## src/mcg_map.vh

```
// register addresses, field positions, reset values and timing counts for the clock block
`ifndef MCG_MAP_VH
`define MCG_MAP_VH
`define MCG_ADDR_DIVIDER 8'h95
`define MCG_ADDR_TUNING 8'h96
`define MCG_ADDR_AUX 8'hA2
`define MCG_DIVIDER_RESET 8'h00
`define MCG_TUNING_FACTORY 6'h20
`define MCG_TUNE_LSB 0
`define MCG_TUNE_MSB 5
`define MCG_CLOCK_OUTPUT_PIN_EN_BIT 6
`define MCG_LOWPWR_BIT 7
`define MCG_SRC_RC 3'h0
`define MCG_SRC_WDOG 3'h1
`define MCG_SRC_XTAL_LOW 3'h2
`define MCG_SRC_XTAL_MED 3'h3
`define MCG_SRC_XTAL_HIGH 3'h4
`define MCG_SRC_EXT 3'h5
`define MCG_WAKE_OSC_CYCLES 992
`define MCG_WAKE_MIN_US 60
`define MCG_CLK_MHZ 100
`define MCG_WAKE_MIN_CYCLES (`MCG_WAKE_MIN_US * `MCG_CLK_MHZ)
`endif

```

## src/mcg_clock_gen.v

```verilog
// oscillator selection, cpu clock divider, peripheral clock, clock output and wake-up delay
//
// Contract
// - a machine cycle spans two cpu clock cycles.
// - peripheral clock runs at half the cpu clock.
// - selected oscillator clock feeds the divider; its output is the cpu clock.
// - internal rc oscillator, nominal 7.373 MHz, selectable by flash configuration.
// - clock output enable drives clock output pin at half cpu clock.
// - clock output only when crystal drives neither cpu nor real-time clock.
// - 6-bit rc tuning value, factory loaded, writable by software.
// - only power-on reset reloads the tuning value.
// - low-power select bit clears on any reset; software sets it only at <=8 MHz.
// - 400 kHz watchdog oscillator selectable as cpu clock source.
// - external clock mode takes crystal-input pin, 0 to 18 MHz.
// - wake-up holds cpu clock: crystal needs 992 osc cycles plus 60-100 us.
// - divider factor reaches at most 510.
// - divider writes take effect any time without stalling execution.
// - crystal ranges: low 20-100 kHz, medium 100 kHz-4 MHz, high 4-18 MHz.
// - divider register at address 95H, resets to 00.
`timescale 1ns/1ns
`include "mcg_map.vh"
module mcg_clock_gen #(
	parameter WAKE_MIN_CYCLES = `MCG_WAKE_MIN_CYCLES,
	parameter WAKE_OSC_CYCLES = `MCG_WAKE_OSC_CYCLES
)(
	input wire core_clk_i,
	input wire rst_i,
	input wire por_i,
	input wire [2:0] cfg_source_i,
	input wire rtc_uses_xtal_i,
	input wire rc_osc_clock_i,
	input wire wdog_osc_clock_i,
	input wire crystal_in_pin_i,
	input wire wake_i,
	input wire sfr_wr_i,
	input wire sfr_rd_i,
	input wire [7:0] sfr_addr_i,
	input wire [7:0] sfr_wdata_i,
	output reg [7:0] sfr_rdata_o,
	output reg sfr_hit_o,
	output reg cpu_clock_o,
	output reg periph_clock_o,
	output reg machine_cycle_o,
	output reg clock_output_pin_o,
	output reg clock_output_pin_oe_o,
	output reg [5:0] rc_osc_tune_o,
	output reg low_power_clock_select_o,
	output wire cpu_clock_ready_o
);
	localparam WAIT_IDLE = 2'b00;
	localparam WAIT_OSC = 2'b01;
	localparam WAIT_TIME = 2'b10;
	// pin-level clocks are sampled; edges seen here are core-domain events
	reg [2:0] meta;
	reg [2:0] sync;
	reg [2:0] sync_d;
	reg [2:0] src_q;
	reg [7:0] cpu_clock_divider;
	reg clock_out_enable;
	reg [7:0] div_cnt;
	reg osc_tick_q;
	reg cpu_tick;
	reg [1:0] wake_state;
	reg [12:0] wake_cnt;
	reg [1:0] next_wake_state;
	reg pclk_phase;
	wire rc_edge = sync[0] & ~sync_d[0];
	wire wd_edge = sync[1] & ~sync_d[1];
	wire xt_edge = sync[2] & ~sync_d[2];
	wire src_xtal = (src_q == `MCG_SRC_XTAL_LOW) | (src_q == `MCG_SRC_XTAL_MED) |
		(src_q == `MCG_SRC_XTAL_HIGH);
	reg osc_tick;
	always @*
	begin
		case (src_q)
			`MCG_SRC_RC: osc_tick = rc_edge;
			`MCG_SRC_WDOG: osc_tick = wd_edge;
			`MCG_SRC_XTAL_LOW, `MCG_SRC_XTAL_MED, `MCG_SRC_XTAL_HIGH: osc_tick = xt_edge;
			`MCG_SRC_EXT: osc_tick = xt_edge;
			default: osc_tick = rc_edge;
		endcase
	end
	always @(posedge core_clk_i)
	begin
		meta <= {crystal_in_pin_i, wdog_osc_clock_i, rc_osc_clock_i};
		sync <= meta;
		sync_d <= sync;
		osc_tick_q <= osc_tick;
	end
	// register file; tuning survives non-power-on resets
	always @(posedge core_clk_i)
	begin
		if (por_i)
		begin
			rc_osc_tune_o <= `MCG_TUNING_FACTORY;
			clock_out_enable <= 1'b0;
		end
		else if (sfr_wr_i && sfr_addr_i == `MCG_ADDR_TUNING)
		begin
			rc_osc_tune_o <= sfr_wdata_i[`MCG_TUNE_MSB:`MCG_TUNE_LSB];
			clock_out_enable <= sfr_wdata_i[`MCG_CLOCK_OUTPUT_PIN_EN_BIT];
		end
	end
	always @(posedge core_clk_i)
	begin
		if (rst_i || por_i)
		begin
			src_q <= `MCG_SRC_RC;
			cpu_clock_divider <= `MCG_DIVIDER_RESET;
			low_power_clock_select_o <= 1'b0;
		end
		else
		begin
			src_q <= cfg_source_i;
			if (sfr_wr_i && sfr_addr_i == `MCG_ADDR_DIVIDER)
				cpu_clock_divider <= sfr_wdata_i;
			if (sfr_wr_i && sfr_addr_i == `MCG_ADDR_AUX)
				low_power_clock_select_o <= sfr_wdata_i[`MCG_LOWPWR_BIT];
		end
	end
	always @*
	begin
		sfr_hit_o = 1'b1;
		case (sfr_addr_i)
			`MCG_ADDR_DIVIDER: sfr_rdata_o = cpu_clock_divider;
			`MCG_ADDR_TUNING: sfr_rdata_o = {1'b0, clock_out_enable, rc_osc_tune_o};
			`MCG_ADDR_AUX: sfr_rdata_o = {low_power_clock_select_o, 7'h00};
			default:
			begin
				sfr_rdata_o = 8'h00;
				sfr_hit_o = 1'b0;
			end
		endcase
		if (!sfr_rd_i && !sfr_wr_i)
			sfr_hit_o = 1'b0;
	end
	// wake-up hold: crystal waits osc cycles then a fixed time
	always @*
	begin
		next_wake_state = wake_state;
		case (wake_state)
			WAIT_IDLE: if (wake_i) next_wake_state = src_xtal ? WAIT_OSC : WAIT_IDLE;
			WAIT_OSC: if (osc_tick && wake_cnt == WAKE_OSC_CYCLES - 1) next_wake_state = WAIT_TIME;
			WAIT_TIME: if (wake_cnt == WAKE_MIN_CYCLES - 1) next_wake_state = WAIT_IDLE;
			default: next_wake_state = WAIT_IDLE;
		endcase
	end
	always @(posedge core_clk_i)
	begin
		if (rst_i || por_i)
		begin
			wake_state <= WAIT_IDLE;
			wake_cnt <= 13'h0000;
		end
		else
		begin
			wake_state <= next_wake_state;
			if (next_wake_state != wake_state)
				wake_cnt <= 13'h0000;
			else if (wake_state == WAIT_TIME || (wake_state == WAIT_OSC && osc_tick))
				wake_cnt <= wake_cnt + 13'h0001;
		end
	end
	assign cpu_clock_ready_o = (wake_state == WAIT_IDLE);
	// divider: toggle every N osc ticks gives divide by 2N
	always @(posedge core_clk_i)
	begin
		if (rst_i || por_i)
		begin
			div_cnt <= 8'h00;
			cpu_clock_o <= 1'b0;
			cpu_tick <= 1'b0;
		end
		else
		begin
			cpu_tick <= 1'b0;
			if (!cpu_clock_ready_o)
				div_cnt <= 8'h00;
			else if (cpu_clock_divider == 8'h00)
			begin
				cpu_clock_o <= osc_tick;
				cpu_tick <= osc_tick_q;
			end
			else if (osc_tick)
			begin
				// counter compared with >= so a smaller new value never stalls
				if (div_cnt >= cpu_clock_divider - 8'h01)
				begin
					div_cnt <= 8'h00;
					cpu_clock_o <= ~cpu_clock_o;
					cpu_tick <= ~cpu_clock_o;
				end
				else
					div_cnt <= div_cnt + 8'h01;
			end
		end
	end
	always @(posedge core_clk_i)
	begin
		if (rst_i || por_i)
		begin
			pclk_phase <= 1'b0;
			periph_clock_o <= 1'b0;
			machine_cycle_o <= 1'b0;
			clock_output_pin_o <= 1'b0;
			clock_output_pin_oe_o <= 1'b0;
		end
		else
		begin
			machine_cycle_o <= 1'b0;
			if (cpu_tick)
			begin
				pclk_phase <= ~pclk_phase;
				periph_clock_o <= ~pclk_phase;
				machine_cycle_o <= pclk_phase;
				clock_output_pin_o <= ~pclk_phase;
			end
			clock_output_pin_oe_o <= clock_out_enable & ~src_xtal & ~rtc_uses_xtal_i;
		end
	end
endmodule

```

## config.mk

```make
export PLATFORM = sky130hd
export DESIGN_NAME = mcg_clock_gen
export DESIGN_NICKNAME = d
export VERILOG_FILES = /design/src/mcg_clock_gen.v
export VERILOG_INCLUDE_DIRS = /design/src /design/src/src
export SDC_FILE = /design/constraint.sdc
export NUM_CORES = 1
export LEC_CHECK = 0
export ABC_AREA = 1
export BUFFER_PORTS_ARGS = -buffer_cell sky130_fd_sc_hd__clkbuf_2
export CAP_MARGIN = 20
export CELL_PAD_IN_SITES_DETAIL_PLACEMENT = 1
export CELL_PAD_IN_SITES_GLOBAL_PLACEMENT = 2
export CORE_MARGIN = 2
export CORE_UTILIZATION = 33
export CTS_CLUSTER_DIAMETER = 120
export DETAILED_ROUTE_END_ITERATION = 10
export PLACE_DENSITY_LB_ADDON = 0.1
export SETUP_SLACK_MARGIN = 0.05
export SYNTH_ARGS = -nofsm -noshare
export SYNTH_HDL_FRONTEND = slang
export SYNTH_SLANG_ARGS = --single-unit
```

## constraint.sdc

```tcl
create_clock -name core_clk_i -period 6.1 [get_ports core_clk_i]
set_clock_uncertainty 0.2 [all_clocks]
set_input_delay 0.915 -clock core_clk_i [delete_from_list [all_inputs] [get_ports core_clk_i]]
set_output_delay 0.915 -clock core_clk_i [all_outputs]
set_load 0.005 [all_outputs]
```

==> Word level (Yosys, flattened, before mapping) <==
Cells that the tools add are included.
{ "totals": {"elab_cells": 88, "reg_bits": 57, "in_bits": 29, "out_inout_bits": 22} }
{ "classes": {"addsub": 3, "reduce_logical": 21, "eq_ne": 13, "muxes": 16, "n_bitwise": 17, "magnitude_cmp": 1} }
{ "ops": {"columns": ["operator", "count"], "rows": [
  ["$eq A8 B8 Y1 const B", 3],
  ["$pmux W8 S3", 1],
  ["$add A13 B1 Y13 const B", 1],
  ["$eq A13 B10 Y1 const B", 1],
  ["$eq A13 B13 Y1 const B", 1],
  ["$not A1 Y1", 10],
  ["$mux W1", 9],
  ["$add A8 B1 Y8 const B", 1],
  ["$ge A8 B8 Y1", 1],
  ["$logic_not A8 Y1", 1],
  ["$mux W8", 1],
  ["$sub A8 B1 Y8 const B", 1],
  ["$eq A3 B2 Y1 const B", 2],
  ["$eq A3 B3 Y1 const B", 2],
  ["$logic_and A1 B1 Y1", 6],
  ["$mux W2", 3],
  ["$pmux W2 S3", 1],
  ["$reduce_or A2 Y1", 3],
  ["$and A1 B1 Y1", 5],
  ["$reduce_bool A2 Y1", 2],
  ["$reduce_or A4 Y1", 1],
  ["$eq A3 B1 Y1 const B", 1],
  ["$reduce_and A3 Y1", 1],
  ["$reduce_or A3 Y1", 1],
  ["9 further kinds", 12]
]} }

==> Longest topological paths before layout <==
{ "logic_depth": {"depth_word": 8, "ltp_mapped": 15, "mapped_depth_nobuf": 15} }

==> Least setup slack after synthesis <==
Ideal clock, no wire load.
{ "synth_path": {"path_kind": "input to output", "startpoint": "input port sfr_addr_i[3]", "endpoint": "output port sfr_hit_o", "path_slack_ns": 3.394, "arrival_time_ns": 1.591, "path_buffers": 0, "stages": 7, "required_ns": 4.985, "cell_sequence": "inv_1 nand2_1 nor3_1 nand2_1 nand3_1 o21ai_0 inv_1"} }
{ "synth_between": {"elab_chain_cells": 4, "word_cells_on_any_way": 6, "classes_between": "eq/ne (3); mux (2); reduce/logical (1)"} }
{ "synth_lines": {"columns": ["item", "line", "rtl"], "rows": [
  ["start: declaration", "mcg_clock_gen.v:37", "input wire [7:0] sfr_addr_i,"],
  ["$eq A8 B8 Y1", "mcg_clock_gen.v:124", "case (sfr_addr_i)"],
  ["$reduce_or A3 Y1 (no line) (*)", null, null],
  ["$mux W1 (*)", "mcg_clock_gen.v:124", null],
  ["$mux W1 (*)", "mcg_clock_gen.v:134", "if (!sfr_rd_i && !sfr_wr_i)"],
  ["end: declaration", "mcg_clock_gen.v:40", "output reg sfr_hit_o,"]
]} }
Every way passes the cells marked *; elsewhere a longest branch is shown, timed or not.

==> Final worst setup path <==
Ends and elaborated chain as after synthesis.

==> metrics.cfg <==
[final_layout]
drive_gt1_share_pct = 15.5
mostFrequentLayoutCells = nand2_1 (115), inv_1 (76), nor2_1 (58), dfxtp_1 (57), clkbuf_2 (50)
final_common_cell = nand2_1
nets = 553
fillers = 1200
fin_area_um2 = 3670
area_delta_synth_final_pct = 17.2
antennaDiodeCount = 0

[drt]
num_vias = 2940
firstDrtPassIters = 4
postRouteAntennaNets = 0
wirelength_um = 8060
drt_iter0_drc = 64
viasPerCell = 4.55
wire_per_inst_um = 12.5
drc = 0

[worst_hold_path]
whs_endpoint = sync[0]$_DFF_P_
min_from = meta[0]$_DFF_P_
min_path_type = flip-flop to flip-flop
whs_path_depth = 0

[cts]
cts_made_buffers = 9
insertion_delay_ns = 0.34
cts_tree = done
cts-htree-levels = 3
clkSlewWorstSetupHoldPaths_ns = 0.07
ctsHoldBuffers = 0
cts_resized = 0
clockBufferDepth = 2
postCtsSetupBuffers = 0
cts.sinks = 57
clock-root-buffer = clkbuf_8

[critical_path]
start_kind = primary input
worstSetupPathType = primary input to primary output
reg2reg_from = cpu_clock_divider[0]$_SDFFE_PP0P_
ff2ff_path_depth = 11
arrival_ns = 1.97
r2r_slack_ns = 3.48
crit_path_max_fanout = 9
worstPathRequired_ns = 4.98
r2r_end = cpu_tick$_SDFF_PP0_
end_kind = primary output

[timing]
rsz0062_at_grt = no
setup_tns_ns = 0
maxClockFrequency_ghz = 0.324
min_period_ns = 3.08
period_share_pct = 50.6
slew_headroom_pct = 52.3
finalHoldViolations = 0
tightest_slew_ns = 0.713
drv_slew = 0
finalSetupViolations = 0

[pwr]
clkPwrFrac_pct = 47.0
powerDensity_nw_per_um2 = 214
switching_power_uw = 194
comb_power_share_pct = 4.6
p_leak_uw = 0.00171
switching_share_pct = 24.7
power_frac_seq_pct = 48.4
peakVddDrop_mv = 0.0803
internal-power_uw = 591

[synth]
ys_warn_count = 0
synth_ff_type = dfxtp_1
synth_edf_count = 0
synth_area_per_cell_um2 = 6.80
synthCells = 461
ys_ff_latch = 57
netlist_area_um2 = 3140
ys_seq_area_share_pct = 36.4
synth_fp_nets = 502
synth-async-reset-ratio_pct = 0
synth.distinct_cells = 30

[floorplanning]
chipHeight_um = 101
initial_utilization_pct = 33.9
core.rowCount = 35
coreArea_um2 = 9240
io_pins = 51
die_x_um = 101
dieArea_um2 = 10300

[placement]
hpwlAfterDp_um = 6240
postPlaceCellArea_um2 = 3470
port_buffers = 50
place.gp.congestion = 0.773

[run_status]
run_status = finished clean

[global_routing]
grt_pass1_vias = 3031
grt.overflow.total = 0
grt_antenna_before_repair = 0
grt_pass1_wl_um = 14300
grt_util_all_layers_pct = 17.3
grt_max_degree = 17

[flow_run]
max_cap_viol_count = 0

## state kept, by name, summed over array words and instances (netlist names)
register and cells:
cpu_clock_divider 8, cpu_tick 1, sync_d 3, osc_tick_q 1
clock_out_enable 1, sync 3, clock_output_pin_oe_o 1, machine_cycle_o 1
wake_state 2, low_power_clock_select_o 1, rc_osc_tune_o 6, wake_cnt 13
meta 3, div_cnt 8, src_q 3, pclk_phase 1
cpu_clock_o 1
## critical path, cell delays in order
cell and delay, ns:
clkbuf_2 0.09, inv_1 0.05, nand2_1 0.06, nor3_1 0.20
nand2_1 0.26, nand3_1 0.15, o21ai_0 0.08, inv_1 0.06
clkbuf_2 0.10
## synth_stat cells (2+ instances only)
master | n | share of area, %
inv_1 | 76 | 9.1
o22ai_1 | 7 | 1.4
xnor2_1 | 5 | 1.4
xor2_1 | 14 | 3.9
o21ai_0 | 12 | 1.9
buf_6 | 4 | 1.4
nor2_1 | 58 | 6.9
nor3_1 | 9 | 1.4
a211oi_1 | 6 | 1.4
nand2_2 | 6 | 1.2
clkbuf_1 | 2 | 0.24
buf_2 | 2 | 0.32
dfxtp_1 | 57 | 36
a21oi_1 | 21 | 3.4
nor2_2 | 2 | 0.40
nand2_1 | 115 | 14
nand3_1 | 32 | 5.1
ha_1 | 12 | 4.8
buf_4 | 2 | 0.48
nand4_1 | 9 | 1.8
## power by group through the flow
stage / logic, uW / registers, uW / clock network [uW]
finish: 36.1 / 380 / 369
global route: 42.1 / 380 / 398
CTS: 37.3 / 380 / 385
detailed placement: 37.2 / 388 / 0
global placement: 36.4 / 388 / 0
floorplan: 21.0 / 388 / 0
## metal layers
metal	routed length, um	global-route usage (%)
met2	3430	26.7
met3	365	3.52
met1	4160	24.0
met4	103	5.93
met5	0	0
## worst max-delay path by stage
| stage | startpoint | endpoint | slack, ns |
|---|---|---|---|
| final | sfr_addr_i[3] | sfr_hit_o | 3.02 |
| after global placement | sfr_addr_i[3] | sfr_hit_o | 3.08 |
| after floorplan | sfr_addr_i[3] | sfr_hit_o | 3.39 |
| after detailed placement | sfr_addr_i[3] | sfr_hit_o | 3.00 |
| after CTS | sfr_addr_i[3] | sfr_hit_o | 3.00 |
| after global routing | sfr_addr_i[3] | sfr_rdata_o[5] | 2.84 |
## logic make-up (layout without fill, tap and decap cells)
group,Yosys count,after routing,synth area share [%]
simple gates,238,238,33.3
xor+xnor,19,19,5.31
compound gates,48,48,8.54
flops,57,57,36.4
buf+inv,87,143,11.7
fa+ha+maj,12,12,4.79
## final cells by class
cell class | instances | area [um^2] | area share [%]
Timing Repair Buffer | 50 | 250 | 6.81
Inverter | 77 | 289 | 7.87
Clock inverter | 6 | 67.6 | 1.84
Clock buffer | 10 | 138 | 3.75
Sequential cell | 57 | 1140 | 31.1
Tap cell | 129 | 161 | 4.39
Multi-Input combinational cell | 317 | 1630 | 44.3
## per-stage QoR
step / util, % / power, uW / worst slack [ns] / hold slack, ns / std cells
after global routing: 39.8 / 820 / 2.84 / 0.136 / 646
after global placement: 37.5 / 425 / 3.08 / 0.112 / 630
after floorplan: - / 409 / 3.39 / 0.110 / 461
after CTS: 39.8 / 802 / 3.00 / 0.134 / 646
final: 39.8 / 785 / 3.02 / 0.129 / 646
after detailed placement: 37.5 / 426 / 3.00 / 0.115 / 630
Note: power is estimated with default switching activity, not from simulation.
